## config.mk

```make
export PLATFORM = sky130hd
export DESIGN_NAME = amips_top
export DESIGN_NICKNAME = d
export VERILOG_FILES = /design/src/design/amips_pkg.sv /design/src/design/amips_pin_cell.sv /design/src/design/amips_top.sv
export VERILOG_INCLUDE_DIRS = /design/src /design/src/design
export SDC_FILE = /design/constraint.sdc
export NUM_CORES = 1
export LEC_CHECK = 0
export BUFFER_PORTS_ARGS = -buffer_cell sky130_fd_sc_hd__buf_2
export CAP_MARGIN = 20
export CORE_ASPECT_RATIO = 0.5
export CORE_MARGIN = 1
export CORE_UTILIZATION = 40
export CTS_BUF_LIST = sky130_fd_sc_hd__clkbuf_4
export CTS_CLUSTER_DIAMETER = 50
export DETAILED_ROUTE_END_ITERATION = 16
export GPL_TIMING_DRIVEN = 0
export PLACE_DENSITY = 0.78
export SETUP_SLACK_MARGIN = 0.4
export SLEW_MARGIN = 20
export SYNTH_ARGS = -nofsm -noshare
export SYNTH_HDL_FRONTEND = slang
export SYNTH_SLANG_ARGS = --single-unit
```

## constraint.sdc

```tcl
create_clock -name clock -period 1.2 [get_ports clock]
set_clock_uncertainty 0.05 [all_clocks]
set_input_delay 0.18 -clock clock [delete_from_list [all_inputs] [get_ports clock]]
set_output_delay 0.18 -clock clock [all_outputs]
set_load 0.01 [all_outputs]
```

## src/design/amips_defines.svh

```systemverilog
// Overview of operation
// - Address bit one pin carries address bit one, or ALE during NAND access.
// - In 16-bit mode bank-one pin drives the lowest address bit.
// - In 8-bit mode bank-one pin drives the second lowest address bit.
// - In 8-bit mode bank-zero pin drives the lowest address bit.
// - Bank-zero pin may carry address bit fourteen for 16-bit memories.
// - Bank-one and address-zero pins switch together to I/O lines 55 and 56.
// - Data pins fifteen to eight switch as one group to I/O lines.
// - Four strap bits sampled at reset set the select field defaults.
// - Bank-zero field: bank, address fourteen, I/O 54, reserved; strap bits two-one.
// - Strap bit zero: 0 gives address pins, 1 gives I/O 67 to 55.
`ifndef AMIPS_DEFINES_SVH
`define AMIPS_DEFINES_SVH

// Strap bit positions.
`define AMIPS_STRAP_WIDE_BIT 0
`define AMIPS_STRAP_BA0_LO   1
`define AMIPS_STRAP_BA0_HI   2
`define AMIPS_STRAP_DATA_BIT 3

// Shared pin vector layout, index equals I/O line number minus the base.
`define AMIPS_GIO_BASE       46
`define AMIPS_NPIN           22
`define AMIPS_IDX_DATA_LO    0
`define AMIPS_NDATA          8
`define AMIPS_IDX_BA0        8
`define AMIPS_IDX_BA1        9
`define AMIPS_IDX_A0         10
`define AMIPS_IDX_MID_LO     11
`define AMIPS_NMID           11

// Reset levels of the shared pins.
`define AMIPS_RST_OUT        22'h000300
`define AMIPS_RST_OE_N       22'h0000FF

`endif

```

## src/design/amips_pkg.sv

```systemverilog
`default_nettype none
package amips_pkg;

  typedef enum logic [1:0] {
    AMIPS_BA0_BANK,
    AMIPS_BA0_A14,
    AMIPS_BA0_GIO,
    AMIPS_BA0_RSVD
  } amips_ba0_e;

  typedef struct packed {
    logic       upper_data_pin_select_field;
    amips_ba0_e ba0_pin_select_field;
    logic       low_addr_pin_select_field;
    logic       mid_addr_pin_select_field;
  } amips_sel_s;

  typedef struct packed {
    logic        bus16;
    logic        nand_sel;
    logic        ale;
    logic        a1;
    logic        a0;
    logic        a14;
    logic [1:0]  elem_lo;
    logic [10:0] mid_addr;
    logic [7:0]  data_hi;
    logic        data_oe;
  } amips_mif_s;

endpackage
`default_nettype wire

```

## src/design/amips_pin_cell.sv

```systemverilog
`default_nettype none
module amips_pin_cell #(
  parameter logic RST_OUT  = 1'b0,
  parameter logic RST_OE_N = 1'b0
) (
  // Clock and reset
  input  wire logic clock,
  input  wire logic srst,
  // Selection
  input  wire logic use_gio,
  // Memory interface side
  input  wire logic func_out,
  input  wire logic func_oe_n,
  output logic      func_in,
  // General I/O side
  input  wire logic gio_out,
  input  wire logic gio_oe_n,
  output logic      gio_in,
  // Pin
  input  wire logic pin_in,
  output logic      pin_out,
  output logic      pin_oe_n
);

  logic nxt_out;
  logic nxt_oe_n;
  logic nxt_func_in;
  logic nxt_gio_in;
  logic out_ff;
  logic oe_n_ff;
  logic func_in_ff;
  logic gio_in_ff;

  // The owner not selected sees zero, so it never reads the other's traffic.
  always_comb begin
    if (srst) begin
      nxt_out     = RST_OUT;
      nxt_oe_n    = RST_OE_N;
      nxt_func_in = 1'b0;
      nxt_gio_in  = 1'b0;
    end else begin
      nxt_out     = use_gio ? gio_out : func_out;
      nxt_oe_n    = use_gio ? gio_oe_n : func_oe_n;
      nxt_func_in = ~use_gio & pin_in;
      nxt_gio_in  = use_gio & pin_in;
    end
  end

  always_ff @(posedge clock) begin
    out_ff     <= nxt_out;
    oe_n_ff    <= nxt_oe_n;
    func_in_ff <= nxt_func_in;
    gio_in_ff  <= nxt_gio_in;
  end

  assign pin_out  = out_ff;
  assign pin_oe_n = oe_n_ff;
  assign func_in  = func_in_ff;
  assign gio_in   = gio_in_ff;

endmodule
`default_nettype wire

```

## src/design/amips_top.sv

```systemverilog
`include "amips_defines.svh"
`default_nettype none
module amips_top (
  // Clock and reset
  input  wire logic                 clock,
  input  wire logic                 srst,
  // Configuration straps
  input  wire logic [3:0]           mem_if_config_straps,
  // Pin select register
  input  wire logic                 sel_wr_en,
  input  wire amips_pkg::amips_sel_s sel_wr_data,
  output var amips_pkg::amips_sel_s mem_pin_select_reg,
  // Memory interface side
  input  wire amips_pkg::amips_mif_s mif_bus,
  output logic [7:0]                mif_data_hi_in,
  // General I/O lines 46 to 67
  input  wire logic [21:0]          gio_out,
  input  wire logic [21:0]          gio_oe_n,
  output logic [21:0]               general_io_line_in,
  // Address bit one pin
  input  wire logic                 ext_addr_bit1_pin_in,
  output logic                      ext_addr_bit1_pin_out,
  output logic                      ext_addr_bit1_pin_oe_n,
  // Address bit zero pin
  input  wire logic                 ext_addr_bit0_pin_in,
  output logic                      ext_addr_bit0_pin_out,
  output logic                      ext_addr_bit0_pin_oe_n,
  // Address bits thirteen to three
  input  wire logic [10:0]          ext_addr_mid_pin_in,
  output logic [10:0]               ext_addr_mid_pin_out,
  output logic [10:0]               ext_addr_mid_pin_oe_n,
  // Bank address pins
  input  wire logic                 bank_addr_one_pin_in,
  output logic                      bank_addr_one_pin_out,
  output logic                      bank_addr_one_pin_oe_n,
  input  wire logic                 bank_addr_zero_pin_in,
  output logic                      bank_addr_zero_pin_out,
  output logic                      bank_addr_zero_pin_oe_n,
  // Data bits fifteen to eight
  input  wire logic [7:0]           ext_data_top_bit_in,
  output logic [7:0]                ext_data_top_bit_out,
  output logic [7:0]                ext_data_top_bit_oe_n
);
  import amips_pkg::*;

  amips_sel_s  sel_ff;
  amips_sel_s  nxt_sel_ff;
  logic [21:0] use_gio;
  logic [21:0] func_out;
  logic [21:0] func_oe_n;
  logic [21:0] func_in;
  logic [21:0] pin_in;
  logic [21:0] pin_out;
  logic [21:0] pin_oe_n;
  logic        a1_func;

  // Straps are caught on every reset cycle, so the last value before release
  // becomes the default; software may overwrite it afterwards.
  always_comb begin
    nxt_sel_ff = sel_ff;
    if (srst) begin
      nxt_sel_ff.mid_addr_pin_select_field =
        mem_if_config_straps[`AMIPS_STRAP_WIDE_BIT];
      nxt_sel_ff.low_addr_pin_select_field =
        mem_if_config_straps[`AMIPS_STRAP_WIDE_BIT];
      nxt_sel_ff.ba0_pin_select_field = amips_ba0_e'(
        mem_if_config_straps[`AMIPS_STRAP_BA0_HI:`AMIPS_STRAP_BA0_LO]);
      nxt_sel_ff.upper_data_pin_select_field =
        mem_if_config_straps[`AMIPS_STRAP_DATA_BIT];
    end else if (sel_wr_en) begin
      nxt_sel_ff = sel_wr_data;
    end
  end

  always_ff @(posedge clock) begin
    sel_ff <= nxt_sel_ff;
  end

  assign mem_pin_select_reg = sel_ff;

  always_comb begin
    func_out  = '0;
    func_oe_n = '1;
    use_gio   = '0;
    for (int i = 0; i < `AMIPS_NDATA; i++) begin
      func_out[`AMIPS_IDX_DATA_LO + i]  = mif_bus.data_hi[i];
      func_oe_n[`AMIPS_IDX_DATA_LO + i] = ~(mif_bus.bus16 & mif_bus.data_oe);
      use_gio[`AMIPS_IDX_DATA_LO + i]   = sel_ff.upper_data_pin_select_field;
    end
    for (int j = 0; j < `AMIPS_NMID; j++) begin
      func_out[`AMIPS_IDX_MID_LO + j]  = mif_bus.mid_addr[j];
      func_oe_n[`AMIPS_IDX_MID_LO + j] = 1'b0;
      use_gio[`AMIPS_IDX_MID_LO + j]   = sel_ff.mid_addr_pin_select_field;
    end
    use_gio[`AMIPS_IDX_A0]    = sel_ff.low_addr_pin_select_field;
    use_gio[`AMIPS_IDX_BA1]   = sel_ff.low_addr_pin_select_field;
    func_out[`AMIPS_IDX_A0]   = mif_bus.a0;
    func_oe_n[`AMIPS_IDX_A0]  = 1'b0;
    func_oe_n[`AMIPS_IDX_BA1] = 1'b0;
    func_out[`AMIPS_IDX_BA1] = mif_bus.bus16 ? mif_bus.elem_lo[0]
                                             : mif_bus.elem_lo[1];
    // In 16-bit bank mode the bank-zero pin has no address role and idles low.
    unique case (sel_ff.ba0_pin_select_field)
      AMIPS_BA0_BANK: begin
        func_out[`AMIPS_IDX_BA0]  = ~mif_bus.bus16 & mif_bus.elem_lo[0];
        func_oe_n[`AMIPS_IDX_BA0] = 1'b0;
      end
      AMIPS_BA0_A14: begin
        func_out[`AMIPS_IDX_BA0]  = mif_bus.bus16 ? mif_bus.a14
                                                  : mif_bus.elem_lo[0];
        func_oe_n[`AMIPS_IDX_BA0] = 1'b0;
      end
      AMIPS_BA0_GIO: begin
        use_gio[`AMIPS_IDX_BA0] = 1'b1;
      end
      AMIPS_BA0_RSVD: begin
        // The reserved code floats the pin rather than guess a function.
        func_oe_n[`AMIPS_IDX_BA0] = 1'b1;
      end
    endcase
  end

  assign a1_func = mif_bus.nand_sel ? mif_bus.ale : mif_bus.a1;

  assign pin_in = {ext_addr_mid_pin_in, ext_addr_bit0_pin_in,
                   bank_addr_one_pin_in, bank_addr_zero_pin_in,
                   ext_data_top_bit_in};

  genvar g;
  generate
    for (g = 0; g < `AMIPS_NPIN; g++) begin : g_pin
      amips_pin_cell #(
        .RST_OUT  (1'(`AMIPS_RST_OUT >> g)),
        .RST_OE_N (1'(`AMIPS_RST_OE_N >> g))
      ) u_cell (
        .clock     (clock),
        .srst      (srst),
        .use_gio   (use_gio[g]),
        .func_out  (func_out[g]),
        .func_oe_n (func_oe_n[g]),
        .func_in   (func_in[g]),
        .gio_out   (gio_out[g]),
        .gio_oe_n  (gio_oe_n[g]),
        .gio_in    (general_io_line_in[g]),
        .pin_in    (pin_in[g]),
        .pin_out   (pin_out[g]),
        .pin_oe_n  (pin_oe_n[g])
      );
    end
  endgenerate

  amips_pin_cell #(
    .RST_OUT  (1'b0),
    .RST_OE_N (1'b0)
  ) u_a1_cell (
    .clock     (clock),
    .srst      (srst),
    .use_gio   (1'b0),
    .func_out  (a1_func),
    .func_oe_n (1'b0),
    .func_in   (),
    .gio_out   (1'b0),
    .gio_oe_n  (1'b1),
    .gio_in    (),
    .pin_in    (ext_addr_bit1_pin_in),
    .pin_out   (ext_addr_bit1_pin_out),
    .pin_oe_n  (ext_addr_bit1_pin_oe_n)
  );

  assign mif_data_hi_in          = func_in[7:0];
  assign ext_data_top_bit_out    = pin_out[7:0];
  assign ext_data_top_bit_oe_n   = pin_oe_n[7:0];
  assign bank_addr_zero_pin_out  = pin_out[`AMIPS_IDX_BA0];
  assign bank_addr_zero_pin_oe_n = pin_oe_n[`AMIPS_IDX_BA0];
  assign bank_addr_one_pin_out   = pin_out[`AMIPS_IDX_BA1];
  assign bank_addr_one_pin_oe_n  = pin_oe_n[`AMIPS_IDX_BA1];
  assign ext_addr_bit0_pin_out   = pin_out[`AMIPS_IDX_A0];
  assign ext_addr_bit0_pin_oe_n  = pin_oe_n[`AMIPS_IDX_A0];
  assign ext_addr_mid_pin_out    = pin_out[21:11];
  assign ext_addr_mid_pin_oe_n   = pin_oe_n[21:11];
endmodule
`default_nettype wire

```

Word-level counts from Yosys, hierarchy flattened
Cells that the tools add are included.
{"block": "op_classes", "add_sub_neg": 0, "multipliers": 0, "n_div": 0, "n_lt_le_gt_ge": 0, "eq_ne": 2, "shifts": 0, "n_mux": 39, "bitwise_logic": 37, "reduce_logical": 5}
{"cell": "$mux W1", "count": 36}
{"cell": "$and A1 B1 Y1", "count": 32}
{"cell": "$mux W5", "count": 2}
{"cell": "$reduce_or A2 Y1", "count": 3}
{"cell": "$not A1 Y1", "count": 5}
{"cell": "$eq A2 B1 Y1 const B", "count": 1}
{"cell": "$eq A2 B2 Y1 const B", "count": 1}
{"cell": "$logic_not A2 Y1", "count": 1}
{"cell": "$pmux W1 S2", "count": 1}
{"cell": "$reduce_bool A2 Y1", "count": 1}
{"block": "word_totals", "reg_bits": 80, "latch_bits": 0, "ram_bits": 0, "mem_bits_ro": 0, "input_bits": 107, "word_cells": 162, "memories": 0}

Depth between registers and ports, before layout
{"block": "depth", "word_depth": 4, "mapped_depth": 4}

Hierarchy
Synthesis repeated with hierarchy kept, for this count alone.
{"block": "hier_totals", "cells_unflattened": 265, "hier_area_um2": 3244.4}
{"module": "amips_pin_cell (g_pin[10].u_cell ...)", "instances": 13, "cells_per_inst": 10, "area_each_um2": 125.1}
{"module": "amips_pin_cell (g_pin[0].u_cell ...)", "instances": 10, "cells_per_inst": 10, "area_each_um2": 126.4}
{"module": "amips_top", "instances": 1, "cells_per_inst": 35, "area_each_um2": 354.1}

Worst setup path before layout
No wires, ideal clock.
{"block": "synth_path", "path_kind": "register to register", "from": "register sel_ff, in the netlist mem_pin_select_reg[2]", "to": "register g_pin[8].u_cell.out_ff", "setup_ns": 0.134, "arrival_ns": 1.081, "path_slack_ns": -0.065, "path_stages_with_launch": 3, "n_path_buf": 0, "synth_period_minus_slack_ns": 1.265, "path_cell_list": "edfxtp_1 and4b_1 or4_1"}
{"block": "synth_via", "elab_chain_len": 3, "elab_cells_between_ends": 6, "classes_between": "eq/ne (2); mux (3); reduce/logical (1)"}
{"element": "start, declared", "line": "amips_top.sv:46", "source": "amips_sel_s sel_ff;"}
{"element": "start signal, assigned", "line": "amips_top.sv:76", "source": "sel_ff <= nxt_sel_ff;"}
{"element": "$eq A2 B1 Y1, or another cell as far along", "line": "amips_top.sv:103", "source": "unique case (sel_ff.ba0_pin_select_field)"}
{"element": "$pmux W1 S2 / $mux W1 (equally long branches)", "line": "amips_top.sv:103"}
{"element": "$mux W1 *", "line": "amips_pin_cell.sv:42", "source": "nxt_out = use_gio ? gio_out : func_out;"}
{"element": "end signal, assigned", "line": "amips_pin_cell.sv:50", "source": "out_ff <= nxt_out;"}
{"element": "end, declared", "line": "amips_pin_cell.sv:29", "source": "logic out_ff;"}
Every way passes the cells marked *; elsewhere a longest branch is shown, timed or not.
A chain may end at the register's enable or synchronous reset.

Worst setup path after layout
{"block": "layout_path", "from": "register sel_ff, in the netlist mem_pin_select_reg[0]", "to": "output mem_pin_select_reg[0] (netlist bit)"}
{"element": "end, declared", "line": "amips_top.sv:12", "source": "output var amips_pkg::amips_sel_s mem_pin_select_reg,"}
No word-level cell between the ends.

==> flow_metrics.env <==
export IMPL_startpoint_type="flop"
export IMPL_place_ws_ps=-36.44
export IMPL_grt_max_degree=13
export IMPL_max_cap_violations=0
export IMPL_yosysMostFrequentCell="dfxtp_1"
export IMPL_grt_pass1_wl_um=16250
export IMPL_postRouteAntennaNets=0
export IMPL_fillers=324
export IMPL_row_count=22
export IMPL_clk_pin_slew_worst_paths_ps=140
export IMPL_antenna_cells=0
export IMPL_insertion_delay_ps=430
export IMPL_via_per_inst=4.571
export IMPL_async_flop_share_pct=0
export IMPL_numCtsBuffers=9
export IMPL_yosys_register_bits=80
export IMPL_min_path_type="in -> reg"
export IMPL_grt_remaining_overflow=0
export IMPL_syn_avg_cell_area_um2=10.68
export IMPL_setup_violations_final=108
export IMPL_r2r_slack_ps=-220
export IMPL_criticalPathCategory="reg -> out"
export IMPL_arrival_ps=1190
export IMPL_grt_pass1_vias=3288
export IMPL_synth_top_cells_by_count="dfxtp_1 (75), buf_4 (73), and2_1 (42), nor2_1 (24), mux2i_1 (22)"
export IMPL_hpwl_um=5135
export IMPL_first_pass_iters=4
export IMPL_yosysUniqueCellTypes=26
export IMPL_die_area_um2=8065
export IMPL_layout_nets=695
export IMPL_status="complete, but fails checks"
export IMPL_cts_sinks=80
export IMPL_worst_hold_slack_ps=-49.34
export IMPL_htreeDepth=3
export IMPL_place_gp_congestion=0.7561
export IMPL_vias=3145
export IMPL_path_max_fanout=2
export IMPL_routed_wirelength_um=12870
export IMPL_cts_tree="done"
export IMPL_hold_violations=1
export IMPL_ctsLongestPathBuffers=2
export IMPL_fin_cells=688
export IMPL_ys_top_cells_by_area="dfxtp_1 (49%), buf_4 (18%), and2_1 (8.5%)"
export IMPL_coreArea_um2=7377
export IMPL_wl_per_cell_um=18.71
export IMPL_final_layout_size_suffix_gt1_share_pct=64.86
export IMPL_syn_num_nets=395
export IMPL_globalRouteTotalUtil_pct=26.88
export IMPL_die_w_um=126.0
export IMPL_dp_cells=568
export IMPL_synth_top_area_share_pct=48.82
export IMPL_rr_worst_depth=5
export IMPL_initial_utilization_pct=41.69
export IMPL_netlist_area_um2=3075
export IMPL_vdd_drop_max_mv=0.9909
export IMPL_die_h_um=64.01
export IMPL_synth_edf_count=5
export IMPL_clock_fmax_ghz=0.7022
export IMPL_worst_slack_ps=-224.1
export IMPL_drt_iter0_drc=164
export IMPL_synthCells=288
export IMPL_clock_root_buffer="clkbuf_4"
export IMPL_drc=0
export IMPL_synth_seq_area_share_pct=53.70
export IMPL_p_leak_nw=3.099
export IMPL_violations="negative hold slack, negative setup slack"
export IMPL_io_buffers=184
export IMPL_min_period_ps=1424
export IMPL_period_share_pct=118.7
export IMPL_area_delta_synth_final_pct=107.3
export IMPL_yosysTopAreaCell="dfxtp_1"
export IMPL_required_ps=970
export IMPL_holdPathStages=2
export IMPL_yosysWarnings=0
export IMPL_antenna_found_initial=0
export IMPL_powerDensity_nw_per_um2=1066
export IMPL_ios=188
export IMPL_slew_viol_final=0
export IMPL_ys_flop_type="dfxtp_1"
export IMPL_total_power_w=0.006795
export IMPL_grt_setup_unrepaired="true"
export IMPL_endpoint_kind="primary output"
## worst paths after layout
kind	from	endpoint
max	mem_pin_select_reg[0]	mem_pin_select_reg[0]
min	srst	g_pin[8].u_cell.pin_out
max reg2reg	mem_pin_select_reg[0]	g_pin[19].u_cell.pin_oe_n
min reg2reg	mem_pin_select_reg[2]	g_pin[8].u_cell.gio_in
## placed cells by master, fill, tap and decap left out, drive strengths merged
cell type,n
dlygate4sd3,92
or4,1
and3b,1
or2,1
dfxtp,75
nor2b,2
a21oi,1
and2,42
nand2,9
o21ai,2
mux2i,22
clkbuf,12
and2b,1
inv,2
nor4bb,1
nand3b,8
nor2,24
bufinv,2
conb,1
buf,277
mux2,3
a21o,1
and4b,1
clkinv,3
edfxtp,5
nor3b,3
## what timing repair did
action | in CTS | in global routing
pin swaps | 16 | 8
endpoints found under the setup margin | 154 | 154
gates cloned | 1 | 2
gates resized for setup | 105 | 133
hold buffers | 91 | 1
buffers inserted | 6 | 4
endpoints found under the hold margin | 80 | 5
## per-stage QoR
stage                     hold WS (ps)  instance area (µm²)  TNS [ps]  util, %
after floorplan                  251.7                 3174    -64.29        -
after global placement           335.7                 4215    -43.71    57.14
after detailed placement         339.3                 4215    -36.44    57.14
after CTS                       -78.57                 5907     -3338    80.07
after global routing            -80.13                 6375    -13170    86.41
final                           -49.34                 6375     -8383    86.41
## critical path, cell delays in order (launching register included)
cell	delay, ps
edfxtp_1	480
buf_4	170
buf_6	110
## cell type report
type                       count  area (µm²)  share of cell area [%]
buffer                        82       877.1                   13.76
clock buffer                  10       75.07                   1.178
clock inverter                 5       72.57                   1.138
inverter                       2       7.507                  0.1178
multi-input combinational    124        1007                   15.80
sequential                    80        1714                   26.89
tap                           96       120.1                   1.884
timing repair buffer         289        2501                   39.23
## kinds of logic after synthesis
| family | after synthesis | synth area share [%] |
|---|---|---|
| flip-flops | 80 | 53.70 |
| buffers and inverters | 84 | 19.69 |
| multiplexers | 25 | 8.259 |
| AO/OA/AOI/OAI | 4 | 0.7323 |
| other | 1 | 0.1219 |
| AND/OR/NAND/NOR | 94 | 17.49 |
## power by group
part	total [W]	switching, W	leakage [nW]	internal, W
Combinational	0.00202	0.000736	2.33	0.00128
Clock	0.00177	0.000930	0.0813	0.000842
Sequential	0.00300	0.000108	0.685	0.00290
## layer usage
layer / vias to the layer above / part of all wire [%] / wire length [µm] / GRT usage [%]
met3: 47 / 5.3 / 682 / 8.710
met1: 1505 / 36 / 4577 / 24.46
met4: 0 / 4.5 / 580 / 14.01
met5: - / 0 / 0 / 0
li1: 1439 / - / - / -
met2: 154 / 55 / 7028 / 53.80
(Power assumes the default switching activity.)
